[src/rtl/pcsr_regs.vh]
// Constants for the transceiver control and status register pair
`ifndef PCSR_REGS_VH
`define PCSR_REGS_VH

// Management frame format
`define PCSR_PRE_LEN 6'h20
`define PCSR_HDR_LAST 6'h0C
`define PCSR_WR_LAST 6'h11
`define PCSR_RD_DONE 6'h12
`define PCSR_CNT_ZERO 6'h00
`define PCSR_CNT_ONE 6'h01
`define PCSR_OP_READ 2'h2
`define PCSR_OP_WRITE 2'h1
`define PCSR_PHY_ADDR 5'h01

// Register addresses on the management bus
`define PCSR_REG_CTRL 5'h00
`define PCSR_REG_STAT 5'h01

// Control register bit positions
`define PCSR_C_RESET 15
`define PCSR_C_LOOP 14
`define PCSR_C_SPEED 13
`define PCSR_C_ANEN 12
`define PCSR_C_POWER_DOWN 11
`define PCSR_C_RESTART 9
`define PCSR_C_DUPLEX 8
`define PCSR_C_COLLISION_TEST 7

// Status register bit positions
`define PCSR_S_ANDONE 5
`define PCSR_S_REMOTE_FAULT_LATCHED 4
`define PCSR_S_ANABLE 3
`define PCSR_S_LINK 2
`define PCSR_S_JABBER 1

// Reset and fixed values
`define PCSR_CTRL_RESET 16'h3100
`define PCSR_STAT_FIXED 16'h7801
`define PCSR_ZERO_WORD 16'h0000

`endif

[src/rtl/pcsr_ctrl_status.v]
// Transceiver control/status register pair behind a management frame slave
`default_nettype none
`include "pcsr_regs.vh"
module pcsr_ctrl_status (
  input wire mclk_i,
  input wire rst_i,
  input wire mdc_i,
  input wire mdio_i,
  output reg mdio_o,
  output reg mdio_oe_o,
  input wire [3:0] mii_txd_i,
  input wire mii_tx_en_i,
  output reg [3:0] mii_rxd_o,
  output reg mii_rx_dv_o,
  output reg mii_col_o,
  output reg [3:0] line_txd_o,
  output reg line_tx_en_o,
  input wire [3:0] line_rxd_i,
  input wire line_rx_dv_i,
  input wire line_col_i,
  input wire coding_sublayer_bypass_i,
  input wire an_speed_100_i,
  input wire an_full_duplex_i,
  input wire autoneg_done_i,
  input wire remote_fault_i,
  input wire link_ok_i,
  input wire jabber_i,
  output reg speed_100_o,
  output reg full_duplex_o,
  output reg power_down_o,
  output reg loop_back_enable_o,
  output reg autoneg_start_o,
  output reg core_reset_o
);

  // ----------------------------------------------------------------
  // Frame state codes
  // ----------------------------------------------------------------
  localparam [3:0] S_PRE = 4'b0001;
  localparam [3:0] S_HDR = 4'b0010;
  localparam [3:0] S_RD = 4'b0100;
  localparam [3:0] S_WR = 4'b1000;

  // Reset image of the control word, sliced one bit at a time on soft reset
  localparam [15:0] CTRL_DEF = `PCSR_CTRL_RESET;

  reg mdc_s1_q, mdc_s2_q, mdc_s3_q;
  reg mdio_s1_q, mdio_s2_q;
  reg [3:0] st_q;
  reg [5:0] cnt_q;
  reg [17:0] sh_q;
  reg [4:0] reg_q;
  reg loop_q, speed_q, an_en_q, pd_q, duplex_q, collision_test_q;
  reg pend_q;
  reg remote_fault_latched_q, link_q, jab_q;

  // ----------------------------------------------------------------
  // Pin synchronisers and clock edge detect
  // ----------------------------------------------------------------
  // Data and clock take equal depth so their relative timing survives
  always @(posedge mclk_i or posedge rst_i) begin
    if (rst_i) begin
      mdc_s1_q <= 1'b0;
      mdc_s2_q <= 1'b0;
      mdc_s3_q <= 1'b0;
      mdio_s1_q <= 1'b1;
      mdio_s2_q <= 1'b1;
    end else begin
      mdc_s1_q <= mdc_i;
      mdc_s2_q <= mdc_s1_q;
      mdc_s3_q <= mdc_s2_q;
      mdio_s1_q <= mdio_i;
      mdio_s2_q <= mdio_s1_q;
    end
  end

  wire mdc_rise = mdc_s2_q & ~mdc_s3_q;
  wire mdc_fall = ~mdc_s2_q & mdc_s3_q;
  wire mdio_in = mdio_s2_q;

  // ----------------------------------------------------------------
  // Header decode and register read words
  // ----------------------------------------------------------------
  // Header bits: start second bit, opcode, phy address, register
  wire [12:0] hdr = {sh_q[11:0], mdio_in};
  wire hdr_last = (st_q == S_HDR) && (cnt_q == `PCSR_HDR_LAST) && mdc_rise;
  wire hdr_ok = hdr[12] && (hdr[9:5] == `PCSR_PHY_ADDR);
  wire hdr_rd = hdr_ok && (hdr[11:10] == `PCSR_OP_READ);
  wire hdr_wr = hdr_ok && (hdr[11:10] == `PCSR_OP_WRITE);

  // Self-clearing bits always read zero
  wire [15:0] ctrl_word = {1'b0, loop_q, speed_q, an_en_q, pd_q, 2'b00,
                           duplex_q, collision_test_q, 7'h00};

  // Abilities are a constant except the negotiation ability bit, which is taken from an_en_q
  wire [15:0] stat_word = `PCSR_STAT_FIXED
    | ({15'h0000, autoneg_done_i & an_en_q} << `PCSR_S_ANDONE)
    | ({15'h0000, remote_fault_latched_q} << `PCSR_S_REMOTE_FAULT_LATCHED)
    | ({15'h0000, an_en_q} << `PCSR_S_ANABLE)
    | ({15'h0000, link_q} << `PCSR_S_LINK)
    | ({15'h0000, jab_q} << `PCSR_S_JABBER);

  reg [15:0] rd_word;
  // Unknown addresses answer with zeros rather than being ignored
  always @* begin
    rd_word = `PCSR_ZERO_WORD;
    case (hdr[4:0])
      `PCSR_REG_CTRL: rd_word = ctrl_word;
      `PCSR_REG_STAT: rd_word = stat_word;
      default: rd_word = `PCSR_ZERO_WORD;
    endcase
  end

  // Latches release in the cycle the status word is captured
  wire rd_clr = hdr_last && hdr_rd && (hdr[4:0] == `PCSR_REG_STAT);
  wire wr_go = (st_q == S_WR) && (cnt_q == `PCSR_WR_LAST) && mdc_rise &&
               (reg_q == `PCSR_REG_CTRL);
  wire [15:0] wdata = {sh_q[14:0], mdio_in};
  wire soft_rst = wr_go && wdata[`PCSR_C_RESET];

  // ----------------------------------------------------------------
  // Management frame engine
  // ----------------------------------------------------------------
  // Runs regardless of power-down so the station can always wake it
  always @(posedge mclk_i or posedge rst_i) begin
    if (rst_i) begin
      st_q <= S_PRE;
      cnt_q <= `PCSR_CNT_ZERO;
      sh_q <= 18'h0_0000;
      reg_q <= `PCSR_REG_CTRL;
      mdio_o <= 1'b0;
      mdio_oe_o <= 1'b0;
    end else begin
      case (st_q)
        S_PRE: begin
          if (mdc_rise) begin
            if (mdio_in) begin
              if (cnt_q != `PCSR_PRE_LEN)
                cnt_q <= cnt_q + `PCSR_CNT_ONE;
            end else if (cnt_q == `PCSR_PRE_LEN) begin
              st_q <= S_HDR;
              cnt_q <= `PCSR_CNT_ZERO;
              sh_q <= 18'h0_0000;
            end else begin
              cnt_q <= `PCSR_CNT_ZERO;
            end
          end
        end
        S_HDR: begin
          if (hdr_last) begin
            cnt_q <= `PCSR_CNT_ZERO;
            reg_q <= hdr[4:0];
            if (hdr_rd) begin
              st_q <= S_RD;
              sh_q <= {2'b00, rd_word};
            end else if (hdr_wr) begin
              st_q <= S_WR;
            end else begin
              st_q <= S_PRE;
            end
          end else if (mdc_rise) begin
            sh_q <= {sh_q[16:0], mdio_in};
            cnt_q <= cnt_q + `PCSR_CNT_ONE;
          end
        end
        S_RD: begin
          // First turnaround bit stays released, second is driven low
          if (mdc_fall) begin
            if (cnt_q == `PCSR_RD_DONE) begin
              mdio_oe_o <= 1'b0;
              mdio_o <= 1'b0;
              st_q <= S_PRE;
              cnt_q <= `PCSR_CNT_ZERO;
            end else begin
              mdio_o <= sh_q[17];
              mdio_oe_o <= (cnt_q != `PCSR_CNT_ZERO);
              sh_q <= {sh_q[16:0], 1'b0};
              cnt_q <= cnt_q + `PCSR_CNT_ONE;
            end
          end
        end
        S_WR: begin
          if (mdc_rise) begin
            sh_q <= {sh_q[16:0], mdio_in};
            if (cnt_q == `PCSR_WR_LAST) begin
              st_q <= S_PRE;
              cnt_q <= `PCSR_CNT_ZERO;
            end else begin
              cnt_q <= cnt_q + `PCSR_CNT_ONE;
            end
          end
        end
        default: begin
          st_q <= S_PRE;
          cnt_q <= `PCSR_CNT_ZERO;
        end
      endcase
    end
  end

  // ----------------------------------------------------------------
  // Control register and negotiation start
  // ----------------------------------------------------------------
  // Soft reset is synchronous so the frame engine is not disturbed
  always @(posedge mclk_i or posedge rst_i) begin
    if (rst_i) begin
      loop_q <= 1'b0;
      speed_q <= 1'b1;
      an_en_q <= 1'b1;
      pd_q <= 1'b0;
      duplex_q <= 1'b1;
      collision_test_q <= 1'b0;
      pend_q <= 1'b1;
      autoneg_start_o <= 1'b0;
      core_reset_o <= 1'b0;
    end else if (soft_rst) begin
      loop_q <= CTRL_DEF[`PCSR_C_LOOP];
      speed_q <= CTRL_DEF[`PCSR_C_SPEED];
      an_en_q <= CTRL_DEF[`PCSR_C_ANEN];
      pd_q <= CTRL_DEF[`PCSR_C_POWER_DOWN];
      duplex_q <= CTRL_DEF[`PCSR_C_DUPLEX];
      collision_test_q <= CTRL_DEF[`PCSR_C_COLLISION_TEST];
      pend_q <= 1'b1;
      autoneg_start_o <= 1'b0;
      core_reset_o <= 1'b1;
    end else begin
      core_reset_o <= 1'b0;
      pend_q <= 1'b0;
      autoneg_start_o <= pend_q | (wr_go && wdata[`PCSR_C_ANEN] &&
                         (wdata[`PCSR_C_RESTART] | ~an_en_q));
      if (wr_go) begin
        loop_q <= wdata[`PCSR_C_LOOP];
        an_en_q <= wdata[`PCSR_C_ANEN];
        pd_q <= wdata[`PCSR_C_POWER_DOWN];
        collision_test_q <= wdata[`PCSR_C_COLLISION_TEST];
        // Judged on the enable held before this write
        if (!an_en_q) begin
          speed_q <= wdata[`PCSR_C_SPEED];
          duplex_q <= wdata[`PCSR_C_DUPLEX];
        end
      end
    end
  end

  // ----------------------------------------------------------------
  // Latched status flags
  // ----------------------------------------------------------------
  // An event in the clearing cycle survives the clear
  always @(posedge mclk_i or posedge rst_i) begin
    if (rst_i) begin
      remote_fault_latched_q <= 1'b0;
      link_q <= 1'b0;
      jab_q <= 1'b0;
    end else if (soft_rst) begin
      remote_fault_latched_q <= 1'b0;
      link_q <= 1'b0;
      jab_q <= 1'b0;
    end else begin
      remote_fault_latched_q <= remote_fault_i | (remote_fault_latched_q & ~rd_clr);
      link_q <= link_ok_i & (link_q | rd_clr);
      jab_q <= (jabber_i & ~speed_100_o) | (jab_q & ~rd_clr);
    end
  end

  // ----------------------------------------------------------------
  // Operating mode and data path
  // ----------------------------------------------------------------
  // One register stage on every path keeps outputs glitch free
  always @(posedge mclk_i or posedge rst_i) begin
    if (rst_i) begin
      speed_100_o <= 1'b1;
      full_duplex_o <= 1'b1;
      power_down_o <= 1'b0;
      loop_back_enable_o <= 1'b0;
      mii_rxd_o <= 4'h0;
      mii_rx_dv_o <= 1'b0;
      mii_col_o <= 1'b0;
      line_txd_o <= 4'h0;
      line_tx_en_o <= 1'b0;
    end else begin
      speed_100_o <= an_en_q ? an_speed_100_i : speed_q;
      full_duplex_o <= an_en_q ? an_full_duplex_i : duplex_q;
      power_down_o <= pd_q;
      loop_back_enable_o <= loop_q;
      mii_rxd_o <= loop_q ? mii_txd_i : line_rxd_i;
      mii_rx_dv_o <= loop_q ? mii_tx_en_i : line_rx_dv_i;
      line_txd_o <= loop_q ? 4'h0 : mii_txd_i;
      line_tx_en_o <= mii_tx_en_i & ~loop_q;
      if (collision_test_q && !coding_sublayer_bypass_i)
        mii_col_o <= mii_tx_en_i;
      else
        mii_col_o <= line_col_i & ~loop_q;
    end
  end

endmodule
`default_nettype wire

[config.mk]
export PLATFORM = sky130hd
export DESIGN_NAME = pcsr_ctrl_status
export DESIGN_NICKNAME = d
export VERILOG_FILES = /design/src/rtl/pcsr_ctrl_status.v
export VERILOG_INCLUDE_DIRS = /design/src /design/src/rtl
export SDC_FILE = /design/constraint.sdc
export NUM_CORES = 1
export LEC_CHECK = 0
export BUFFER_PORTS_ARGS = -buffer_cell sky130_fd_sc_hd__buf_2
export CORE_UTILIZATION = 43
export DETAILED_ROUTE_END_ITERATION = 7
export PLACE_DENSITY_LB_ADDON = 0.1
export SYNTH_ARGS = -nofsm -noshare
export SYNTH_HDL_FRONTEND = slang
export SYNTH_SLANG_ARGS = --single-unit
[constraint.sdc]
create_clock -name mclk_i -period 2.44 [get_ports mclk_i]
set_clock_uncertainty 0.1 [all_clocks]
set_input_delay 0.488 -clock mclk_i [delete_from_list [all_inputs] [get_ports mclk_i]]
set_output_delay 0.488 -clock mclk_i [all_outputs]
set_load 0.01 [all_outputs]
After elaboration in Yosys (flattened, before gate mapping)
Index checks and enable logic that the tools add are counted.
{ "word_totals": {"regBits": 67, "out_inout_bits": 19, "wordCells": 167} }
{ "op_classes": {"n_addsub": 1, "n_eq_ne": 26, "mux": 58, "bitwise": 24, "n_reduce_logical": 26} }
{ "ops": {"columns": ["op", "count"], "rows": [
  ["$mux W18", 8],
  ["$pmux W18 S4", 1],
  ["$mux W6", 9],
  ["$mux W4", 12],
  ["$pmux W16 S2", 1],
  ["$mux W1", 25],
  ["$pmux W6 S4", 1],
  ["$ne A2 B2 Y1 const B", 8],
  ["$pmux W4 S4", 1],
  ["$or A15 B2 Y15", 1],
  ["$or A15 B3 Y15", 1],
  ["$or A15 B4 Y15", 1],
  ["$or A15 B5 Y15", 1],
  ["$logic_and A1 B1 Y1", 14],
  ["$eq A6 B5 Y1 const B", 2],
  ["$eq A5 B1 Y1 const B", 2],
  ["$logic_not A5 Y1", 2],
  ["$and A1 B1 Y1", 9],
  ["$ne A3 B3 Y1 const B", 3],
  ["$reduce_and A8 Y1", 1],
  ["$reduce_and A7 Y1", 1],
  ["$add A6 B1 Y6 const B", 1],
  ["$eq A6 B4 Y1 const B", 1],
  ["$eq A6 B6 Y1 const B", 1],
  ["16 further kinds", 28]
]} }

Longest topological paths before layout
Gate-level depths: netlist of the first run.
{ "logic_depth": {"ltp_word": 9, "mapped_depth": 8, "ltp_nobuf": 7} }

Least setup slack after synthesis of the first run
Ideal clock, no wire load.
{ "synth_path": {"path_type": "register -> register", "start": "register st_q[3]", "end": "register sh_q[15]", "arrival_time_ns": 2.218, "path_slack_ns": 0.001, "stages_incl_launch_ff": 7, "n_path_buf": 1, "cell_sequence": "dfrtp_1 -> or4b_4 -> a2111o_1 -> a221oi_2 -> o21ai_2 -> buf_6 -> a22o_1"} }
{ "synth_between": {"elab_chain_len": 5} }
{ "synth_lines": {"columns": ["item", "line_no", "rtl"], "rows": [
  ["from (decl)", "pcsr_ctrl_status.v:49", "reg [3:0] st_q;"],
  ["from (signal assigned)", "pcsr_ctrl_status.v:127", "st_q <= S_PRE;"],
  ["from (signal assigned)", "pcsr_ctrl_status.v:141", "st_q <= S_HDR;"],
  ["from (signal assigned)", "pcsr_ctrl_status.v:154", "st_q <= S_RD;"],
  ["$eq A4 B2 Y1", "pcsr_ctrl_status.v:86, pcsr_ctrl_status.v:134", null],
  ["$logic_and A1 B1 Y1 (2 in series)", "pcsr_ctrl_status.v:86", "wire hdr_last = (st_q == S_HDR) && (cnt_q == `PCSR_HDR_LAST) && mdc_rise;"],
  ["$ne A3 B3 Y1 (no source line) or $mux W18 (tied branches)", null, null],
  ["$reduce_and A7 Y1 (no source line) or $pmux W18 S4 (tied branches)", null, null],
  ["to (signal assigned)", "pcsr_ctrl_status.v:155", "sh_q <= {2'b00, rd_word};"],
  ["to (signal assigned)", "pcsr_ctrl_status.v:162", "sh_q <= {sh_q[16:0], mdio_in};"],
  ["to (signal assigned)", "pcsr_ctrl_status.v:177", "sh_q <= {sh_q[16:0], 1'b0};"],
  ["to (decl)", "pcsr_ctrl_status.v:51", "reg [17:0] sh_q;"]
]} }
Parallel ways exist; a longest one is shown, timed or not.
A chain may end at the register's enable or synchronous reset.

Final worst setup path of the first run
{ "layout_path": {"start": "register st_q[3]", "end": "register sh_q[13]"} }
The elaborated chain is that of the path after synthesis.

==> results of run 1 <==
[cells in the mapped netlist, drive strengths merged (2+ instances only)]
cell type,number,area share [%]
buf,5,1.1
a31o,2,0.54
inv,11,1.3
nor3,6,1.1
nand3,4,0.62
nor2,16,1.9
nor4b,5,1.4
mux2,9,3.1
a21oi,7,1.1
nor4,3,0.58
a22o,26,7.1
nand2,30,3.5
and2,3,0.58
clkbuf,10,1.2
xor2,2,0.54
o22a,2,0.54
o311ai,6,1.6
or4b,4,1.4
nand4,3,0.58
nand3b,5,1.2
o21ai,13,2.2
o211ai,5,1.2
nor2b,10,1.9
a21o,2,0.46
dfrtp,58,45
ha,4,1.6
nor3b,4,0.93
mux2i,5,1.6
and3,2,0.39
a31oi,2,0.39
nand2b,5,0.97
dfstp,9,7.3
[routing by layer]
metal	routed length, µm	GRT usage (%)	up-vias
met1	3780	30.6	1279
met4	91	5.87	0
met3	242	4.94	9
met5	0	0	-
met2	3760	33.5	57
li1	-	-	1233
[registers in the layout, summed over array words and instances, names as in the netlist, 4 cells and up]
| name | count |
|---|---|
| sh_q | 18 |
| line_txd_o | 4 |
| cnt_q | 6 |
| mii_rxd_o | 4 |
| st_q | 4 |
| reg_q | 5 |
[cell families after synthesis]
group,count (synthesis),synth area share (%)
multiplexers,14,4.69
AO/OA/AOI/OAI,77,18.9
XOR/XNOR,3,0.814
flip-flops,67,52.3
AND/OR/NAND/NOR,105,18.2
adder cells (fa/ha/maj),4,1.55
buffers and inverters,26,3.57
[how the worst max path moves through the flow]
stage                                end  slack (ps)  depth (start not counted)
global route         sh_q[5]$_DFFE_PP0P_          -1                          7
detailed placement  sh_q[17]$_DFFE_PP0P_         -30                          6
CTS                 sh_q[13]$_DFFE_PP0P_           2                          6
floorplan           sh_q[15]$_DFFE_PP0P_           1                          6
global placement    sh_q[15]$_DFFE_PP0P_          40                          7
finish              sh_q[13]$_DFFE_PP0P_          70                          6
[metrics by stage]
| stage | setup WS [ps] | total power [µW] | std cells | cell area (µm²) | util, % |
|---|---|---|---|---|---|
| after floorplan | 1.47 | 1330 | 296 | 3230 | - |
| final | 72.3 | 2370 | 470 | 4060 | 55.9 |
| after global placement | 39.4 | 1420 | 452 | 3730 | 51.4 |
| after CTS | 2.36 | 2360 | 468 | 3940 | 54.4 |
| after global routing | -1.04 | 2480 | 470 | 4060 | 55.9 |
| after detailed placement | -28.9 | 1430 | 452 | 3730 | 51.4 |
[timing repair]
item,CTS,global route
resized for setup,2,15
setup buffers,0,2
setup endpoints to repair,6,22
pin swaps,0,2
[power groups by stage]
stage / clock (µW) / combinational (µW) / sequential (µW)
4_1_cts: 950 / 237 / 1170
3_5_place_dp: 0 / 235 / 1190
2_1_floorplan: 0 / 133 / 1190
6_report: 929 / 264 / 1180
3_3_place_gp: 0 / 232 / 1190
5_1_grt: 1010 / 294 / 1180
[worst register-to-register path: stages, from the launching register on]
cell and delay (ps):
sky130_fd_sc_hd__dfrtp_1 380, sky130_fd_sc_hd__or4b_4 550, sky130_fd_sc_hd__a2111o_1 360, sky130_fd_sc_hd__a221oi_4 370, sky130_fd_sc_hd__buf_6 180, sky130_fd_sc_hd__o21ai_2 90, sky130_fd_sc_hd__a22o_1 230
[final cells by class]
class                   count  share of cell area (%)
flip-flops and latches     67                    41.6
multi-input cells         203                    37.7
repair buffers             74                    11.6
clock buffers              10                    3.39
well taps                  99                    3.05
clock inverters             6                    1.60
inverters                  11                    1.02
==> summary.json, run 1 <==
{
  "floorplanning": {
    "placementRows": 31,
    "coreArea_um2": 7250,
    "design.die.area_um2": 7860,
    "initial_core_util_pct": 44.5,
    "die_y_um": 88.6,
    "fp.dieW_um": 88.6,
    "pin_count": 41
  },
  "cells_and_area": {
    "layout-drive-gt1-share_pct": 35.3,
    "ff_latch_area_um2": 1690,
    "num_antenna_cells": 0,
    "multi_input_area_um2": 1530,
    "most_common_cell_after_layout_fill_and_taps_aside": "sky130_fd_sc_hd__dfrtp_1",
    "filler_cell_count": 662,
    "area_growth_syn_to_layout_pct": 25.6,
    "top_library_cells_by_usage_in_the_layout_fill_and_taps_aside": "58 x sky130_fd_sc_hd__dfrtp_1, 40 x sky130_fd_sc_hd__buf_2, 32 x sky130_fd_sc_hd__buf_4, 30 x sky130_fd_sc_hd__nand2_1, 26 x sky130_fd_sc_hd__a22o_1",
    "final_net_count": 392
  },
  "cts": {
    "cts_tree": "built",
    "cts.sinks": 67,
    "cts_hold_repair.buffers": 0,
    "clock_tree.root_cell": "sky130_fd_sc_hd__clkbuf_8",
    "cts.reportedPaths.clkPinSlew_ps": 80,
    "cts_bufs_inserted": 9,
    "clk-insertion-delay-late_ps": 340,
    "cts-htree-levels": 3,
    "cts_max_path_buffers": 2
  },
  "worst_setup_path": {
    "crit_path_required_time_ps": 2570,
    "critPathMaxStageDelay_ps": 550,
    "regToRegSetupSlack_ps": 70,
    "crit_path_start": "st_q[3]$_DFFE_PP0P_",
    "critical_path_buf_inv_count": 1,
    "worstSetupStartpointType": "flop",
    "setup.worst_path.class": "reg -> reg",
    "regToRegEndpoint": "sh_q[13]$_DFFE_PP0P_",
    "worst_setup_path_end_kind": "flop",
    "worst_r2r_path_depth": 6,
    "worstPathCellList": "or4b_4 -> a2111o_1 -> a221oi_4 -> buf_6 -> o21ai_2 -> a22o_1",
    "crit_path_max_fanout": 7,
    "slowest_stage": "sky130_fd_sc_hd__or4b_4",
    "timing.critical_path.arrival_ps": 2490,
    "regToRegStartpoint": "st_q[3]$_DFFE_PP0P_",
    "path_delay_family": "compound AO/OA/AOI/OAI gates"
  },
  "power": {
    "power.combinational.fraction_pct": 11.2,
    "power_switching_share_pct": 25.7,
    "sequential_power_share_pct": 49.6,
    "net_switching_power_uw": 610,
    "cellPowerDensity_nw_per_um2": 585,
    "static-leakage-power_uw": 0.00184,
    "internal_power_uw": 1760,
    "clkPwrFrac_pct": 39.2,
    "power.ir.vdd_worst_mv": 0.323
  },
  "global_routing": {
    "grt_antenna_before_repair": 0,
    "largest_net_degree_at_the_start_of_global_routing": 45,
    "grt_use_total_pct": 21.6,
    "overflow_after_grt": 0,
    "grt_pass1_vias": 2530,
    "first_pass_grt_wire_length_um": 12800
  },
  "timing": {
    "fin_setup_tns_ps": 0,
    "finalHoldViolations": 0,
    "finalHoldWorstSlack_ps": 74.3,
    "maxSlewHeadroom_pct": 58.9,
    "max_slew.worst_pin.slew_ps": 614,
    "report.final.setup_viol": 0,
    "slew_viol_final": 0,
    "top_achievable_clock_speed_mhz": 422,
    "final_period_demand_of_the_worst_path_ps": 2370,
    "timing.final.crit_share_pct": 97.0
  },
  "synth": {
    "synth.avg_cell_area_um2": 10.9,
    "yosys_register_bits": 67,
    "synth.yosys.seq_area_share_pct": 52.3,
    "yosys_most_used_dff": "sky130_fd_sc_hd__dfrtp_1",
    "synth_area_um2": 3230,
    "share_of_flip_flops_with_an_asynchronous_set_or_reset_after_synthesis_pct": 100,
    "yosys_warnings": 0,
    "synth.lib_cells_used.distinct": 57,
    "synth-edff-count": 0,
    "synth.net_count": 322,
    "synthesis.instances": 296
  },
  "drt": {
    "drt.antenna.violating_nets": 0,
    "drt_wl_total_um": 7880,
    "detailroute.via_count": 2578,
    "drtIter0Drc": 118,
    "routed_wire_length_per_instance_um": 16.8,
    "vias_per_cell": 5.49,
    "number_of_drc_violations_after_detailed_routing": 0,
    "firstDrtPassIters": 4
  },
  "placed_design": {
    "hpwlAfterDp_um": 5450,
    "place_congestion": 0.894,
    "place.port_buffers": 40
  },
  "job": {
    "max_cap_violations": 0
  },
  "run_status": {
    "outcome": "completed"
  },
  "min_path": {
    "hold_path.class": "in -> async"
  }
}
Note: power is estimated with default switching activity, not from simulation.
==> run 2: changes to the inputs <==
--- a/config.mk
+++ b/config.mk
@@ -9,7 +9,9 @@
 export BUFFER_PORTS_ARGS = -buffer_cell sky130_fd_sc_hd__buf_2
 export CORE_UTILIZATION = 43
 export DETAILED_ROUTE_END_ITERATION = 7
+export MAX_ROUTING_LAYER = met4
 export PLACE_DENSITY_LB_ADDON = 0.1
+export REMOVE_ABC_BUFFERS = 1
 export SYNTH_ARGS = -nofsm -noshare
 export SYNTH_HDL_FRONTEND = slang
 export SYNTH_SLANG_ARGS = --single-unit
==> run 2 against run 1 <==
  * The run now ends with negative setup slack left
  * Die area unchanged
  * Critical path depth down 1
  * Sequential power hardly changed
  * Register-to-register slack worse by 90 ps
  * Sequential share of layout area increased by 0.77 points
  * Clock-buffer cell count decreased by 1
  * First-iteration DRC count is 44% higher
  * Hold slack improved by 29 ps
  * Critical path type unchanged
  * Critical endpoint is now sh_q[0]$_DFFE_PP0P_
  * Highest routed layer unchanged
==> summary.json, run 2 (synthesis results as in run 1) <==
{
  "run_status": {
    "outcome": "finished, violations left",
    "violations": "negative setup slack"
  },
  "timing": {
    "finalHoldViolations": 0,
    "slew_viol_final": 0,
    "fin_setup_tns_ps": -25.3,
    "worst_slack_ps": -18.3,
    "report.final.setup_viol": 3,
    "unrepaired_setup_endpoints_after_global_routing": "yes",
    "timing.final.crit_share_pct": 101,
    "maxSlewHeadroom_pct": 61.4,
    "final_period_demand_of_the_worst_path_ps": 2460,
    "max_slew.worst_pin.slew_ps": 579,
    "top_achievable_clock_speed_mhz": 407
  },
  "power": {
    "static-leakage-power_uw": 0.00183,
    "cellPowerDensity_nw_per_um2": 597,
    "power.ir.vdd_worst_mv": 0.278
  },
  "worst_setup_path": {
    "slowest_stage": "sky130_fd_sc_hd__or4b_4",
    "timing.critical_path.arrival_ps": 2590,
    "worstPathCellList": "or4b_4 -> a2111o_1 -> a221oi_2 -> o21ai_2 -> a22o_1",
    "worst_r2r_path_depth": 5,
    "crit_path_required_time_ps": 2570,
    "worst_setup_path_end_kind": "flop",
    "critPathMaxStageDelay_ps": 550,
    "setup.worst_path.class": "reg -> reg",
    "worstSetupStartpointType": "flop",
    "crit_path_max_fanout": 14
  },
  "cells_and_area": {
    "layout-drive-gt1-share_pct": 33.7,
    "num_antenna_cells": 0,
    "largest_register_ff_count": 18,
    "top_library_cells_by_usage_in_the_layout_fill_and_taps_aside": "58 x sky130_fd_sc_hd__dfrtp_1, 40 x sky130_fd_sc_hd__buf_2, 32 x sky130_fd_sc_hd__buf_4, 30 x sky130_fd_sc_hd__nand2_1, 26 x sky130_fd_sc_hd__a22o_1",
    "max_flop_register": "sh_q",
    "reg_top3": "sh_q x18, cnt_q x6, reg_q x5",
    "area_growth_syn_to_layout_pct": 23.3,
    "most_common_cell_after_layout_fill_and_taps_aside": "sky130_fd_sc_hd__dfrtp_1",
    "final_net_count": 392,
    "final_cells": 470
  },
  "cts": {
    "cts.sinks": 67,
    "cts-htree-levels": 3,
    "cts_bufs_inserted": 9,
    "clk-insertion-delay-late_ps": 350,
    "clock_tree.root_cell": "sky130_fd_sc_hd__clkbuf_8",
    "cts_max_path_buffers": 2,
    "cts_hold_repair.buffers": 0,
    "cts.reportedPaths.clkPinSlew_ps": 80,
    "cts_tree": "built"
  },
  "drt": {
    "drtIter0Drc": 170,
    "drt_wl_total_um": 7690,
    "route.top_layer_used": "met4",
    "vias_per_cell": 5.46,
    "drt.antenna.violating_nets": 0,
    "detail_route.wirelength.met1_um": 3760,
    "routed_wire_length_per_instance_um": 16.4,
    "number_of_drc_violations_after_detailed_routing": 0,
    "firstDrtPassIters": 5,
    "detailroute.wirelength.met3_um": 306,
    "wl_met2_um": 3510,
    "detailroute.via_count": 2568
  },
  "floorplanning": {
    "fp.dieW_um": 88.6,
    "die_y_um": 88.6,
    "coreArea_um2": 7250,
    "placementRows": 31,
    "initial_core_util_pct": 44.5,
    "pin_count": 41,
    "design.die.area_um2": 7860
  },
  "global_routing": {
    "first_pass_grt_wire_length_um": 12600,
    "grt_pass1_vias": 2467,
    "overflow_after_grt": 0,
    "grt_use_total_pct": 22.4,
    "grt_antenna_before_repair": 0,
    "largest_net_degree_at_the_start_of_global_routing": 68
  },
  "placed_design": {
    "placed_cells_incl_taps": 453,
    "place_congestion": 0.857,
    "place.port_buffers": 40,
    "hpwlAfterDp_um": 5350
  },
  "min_path": {
    "hold_path.class": "in -> async"
  },
  "job": {
    "max_cap_violations": 0
  }
}
-- run 2: changes by cell type in the layout (fill, tap and decap cells not counted), moves of 2 or more --
cell                         delta
sky130_fd_sc_hd__inv_6          +4
sky130_fd_sc_hd__nor4b_1        +3
sky130_fd_sc_hd__nor4b_2        -3
sky130_fd_sc_hd__clkinvlp_4     -2
sky130_fd_sc_hd__o311ai_1       +2
sky130_fd_sc_hd__o311ai_2       -2
-- run 2: repair_timing --
item                                    CTS  global route
endpoints found under the setup margin   12            28
pin swaps                                 0             5
resized for setup                         2             5
setup buffers                             1             0
-- run 2: final timing paths --
| path | slack [ps] | from | endpoint |
|---|---|---|---|
| worst min-delay path | 100 | rst_i | cnt_q[4]$_DFFE_PP0P_ |
| worst min register to register | 250 | mdc_s1_q$_DFF_PP0_ | mdc_s2_q$_DFF_PP0_ |
| max in group asynchronous | 1810 | rst_i | mdio_in$_DFF_PP1_ |
| worst max-delay path | -20 | st_q[3]$_DFFE_PP0P_ | sh_q[0]$_DFFE_PP0P_ |
| worst max register to register | -20 | st_q[3]$_DFFE_PP0P_ | sh_q[0]$_DFFE_PP0P_ |
| min in group mclk_i | 130 | mdio_i | mdio_s1_q$_DFF_PP1_ |
-- run 2: per-stage QoR --
step	hold slack, ps	setup WS (ps)	utilization [%]	cell area (µm²)	total power [µW]
CTS	105	-4.05	54.6	3960	2410
global placement	233	16.1	51.5	3740	1430
finish	103	-18.3	54.9	3980	2380
global route	121	-96.3	54.9	3980	2480
detailed placement	239	-41.7	51.5	3740	1430
floorplan	231	-437	-	3150	1320
-- run 2: power by group --
part | switching [µW] | internal (µW)
Combinational | 132 | 112
Clock | 477 | 486
Sequential | 28.4 | 1140
Total | 638 | 1740
-- run 2: layout make-up --
cell class / instances / area [µm²]
well taps: 99 / 124
inverters: 11 / 41.3
flip-flops and latches: 67 / 1690
clock inverters: 7 / 80.1
multi-input cells: 203 / 1450
fillers: 670 / 3270
repair buffers: 74 / 472
clock buffers: 9 / 124
-- run 2: worst max-delay path, delay by kind of cell (launching register included) --
| family | cells | cell delay [ps] |
|---|---|---|
| AOI/OAI and AO/OA | 4 | 1300 |
| DFF | 1 | 380 |
| and+or+nand+nor | 1 | 550 |
-- run 2: per-layer routing --
layer | global-route usage [%] | up-vias
li1 | - | 1236
met1 | 31.7 | 1262
met2 | 31.3 | 59
met3 | 4.94 | 11
met4 | 8.50 | 0
met5 | - | -
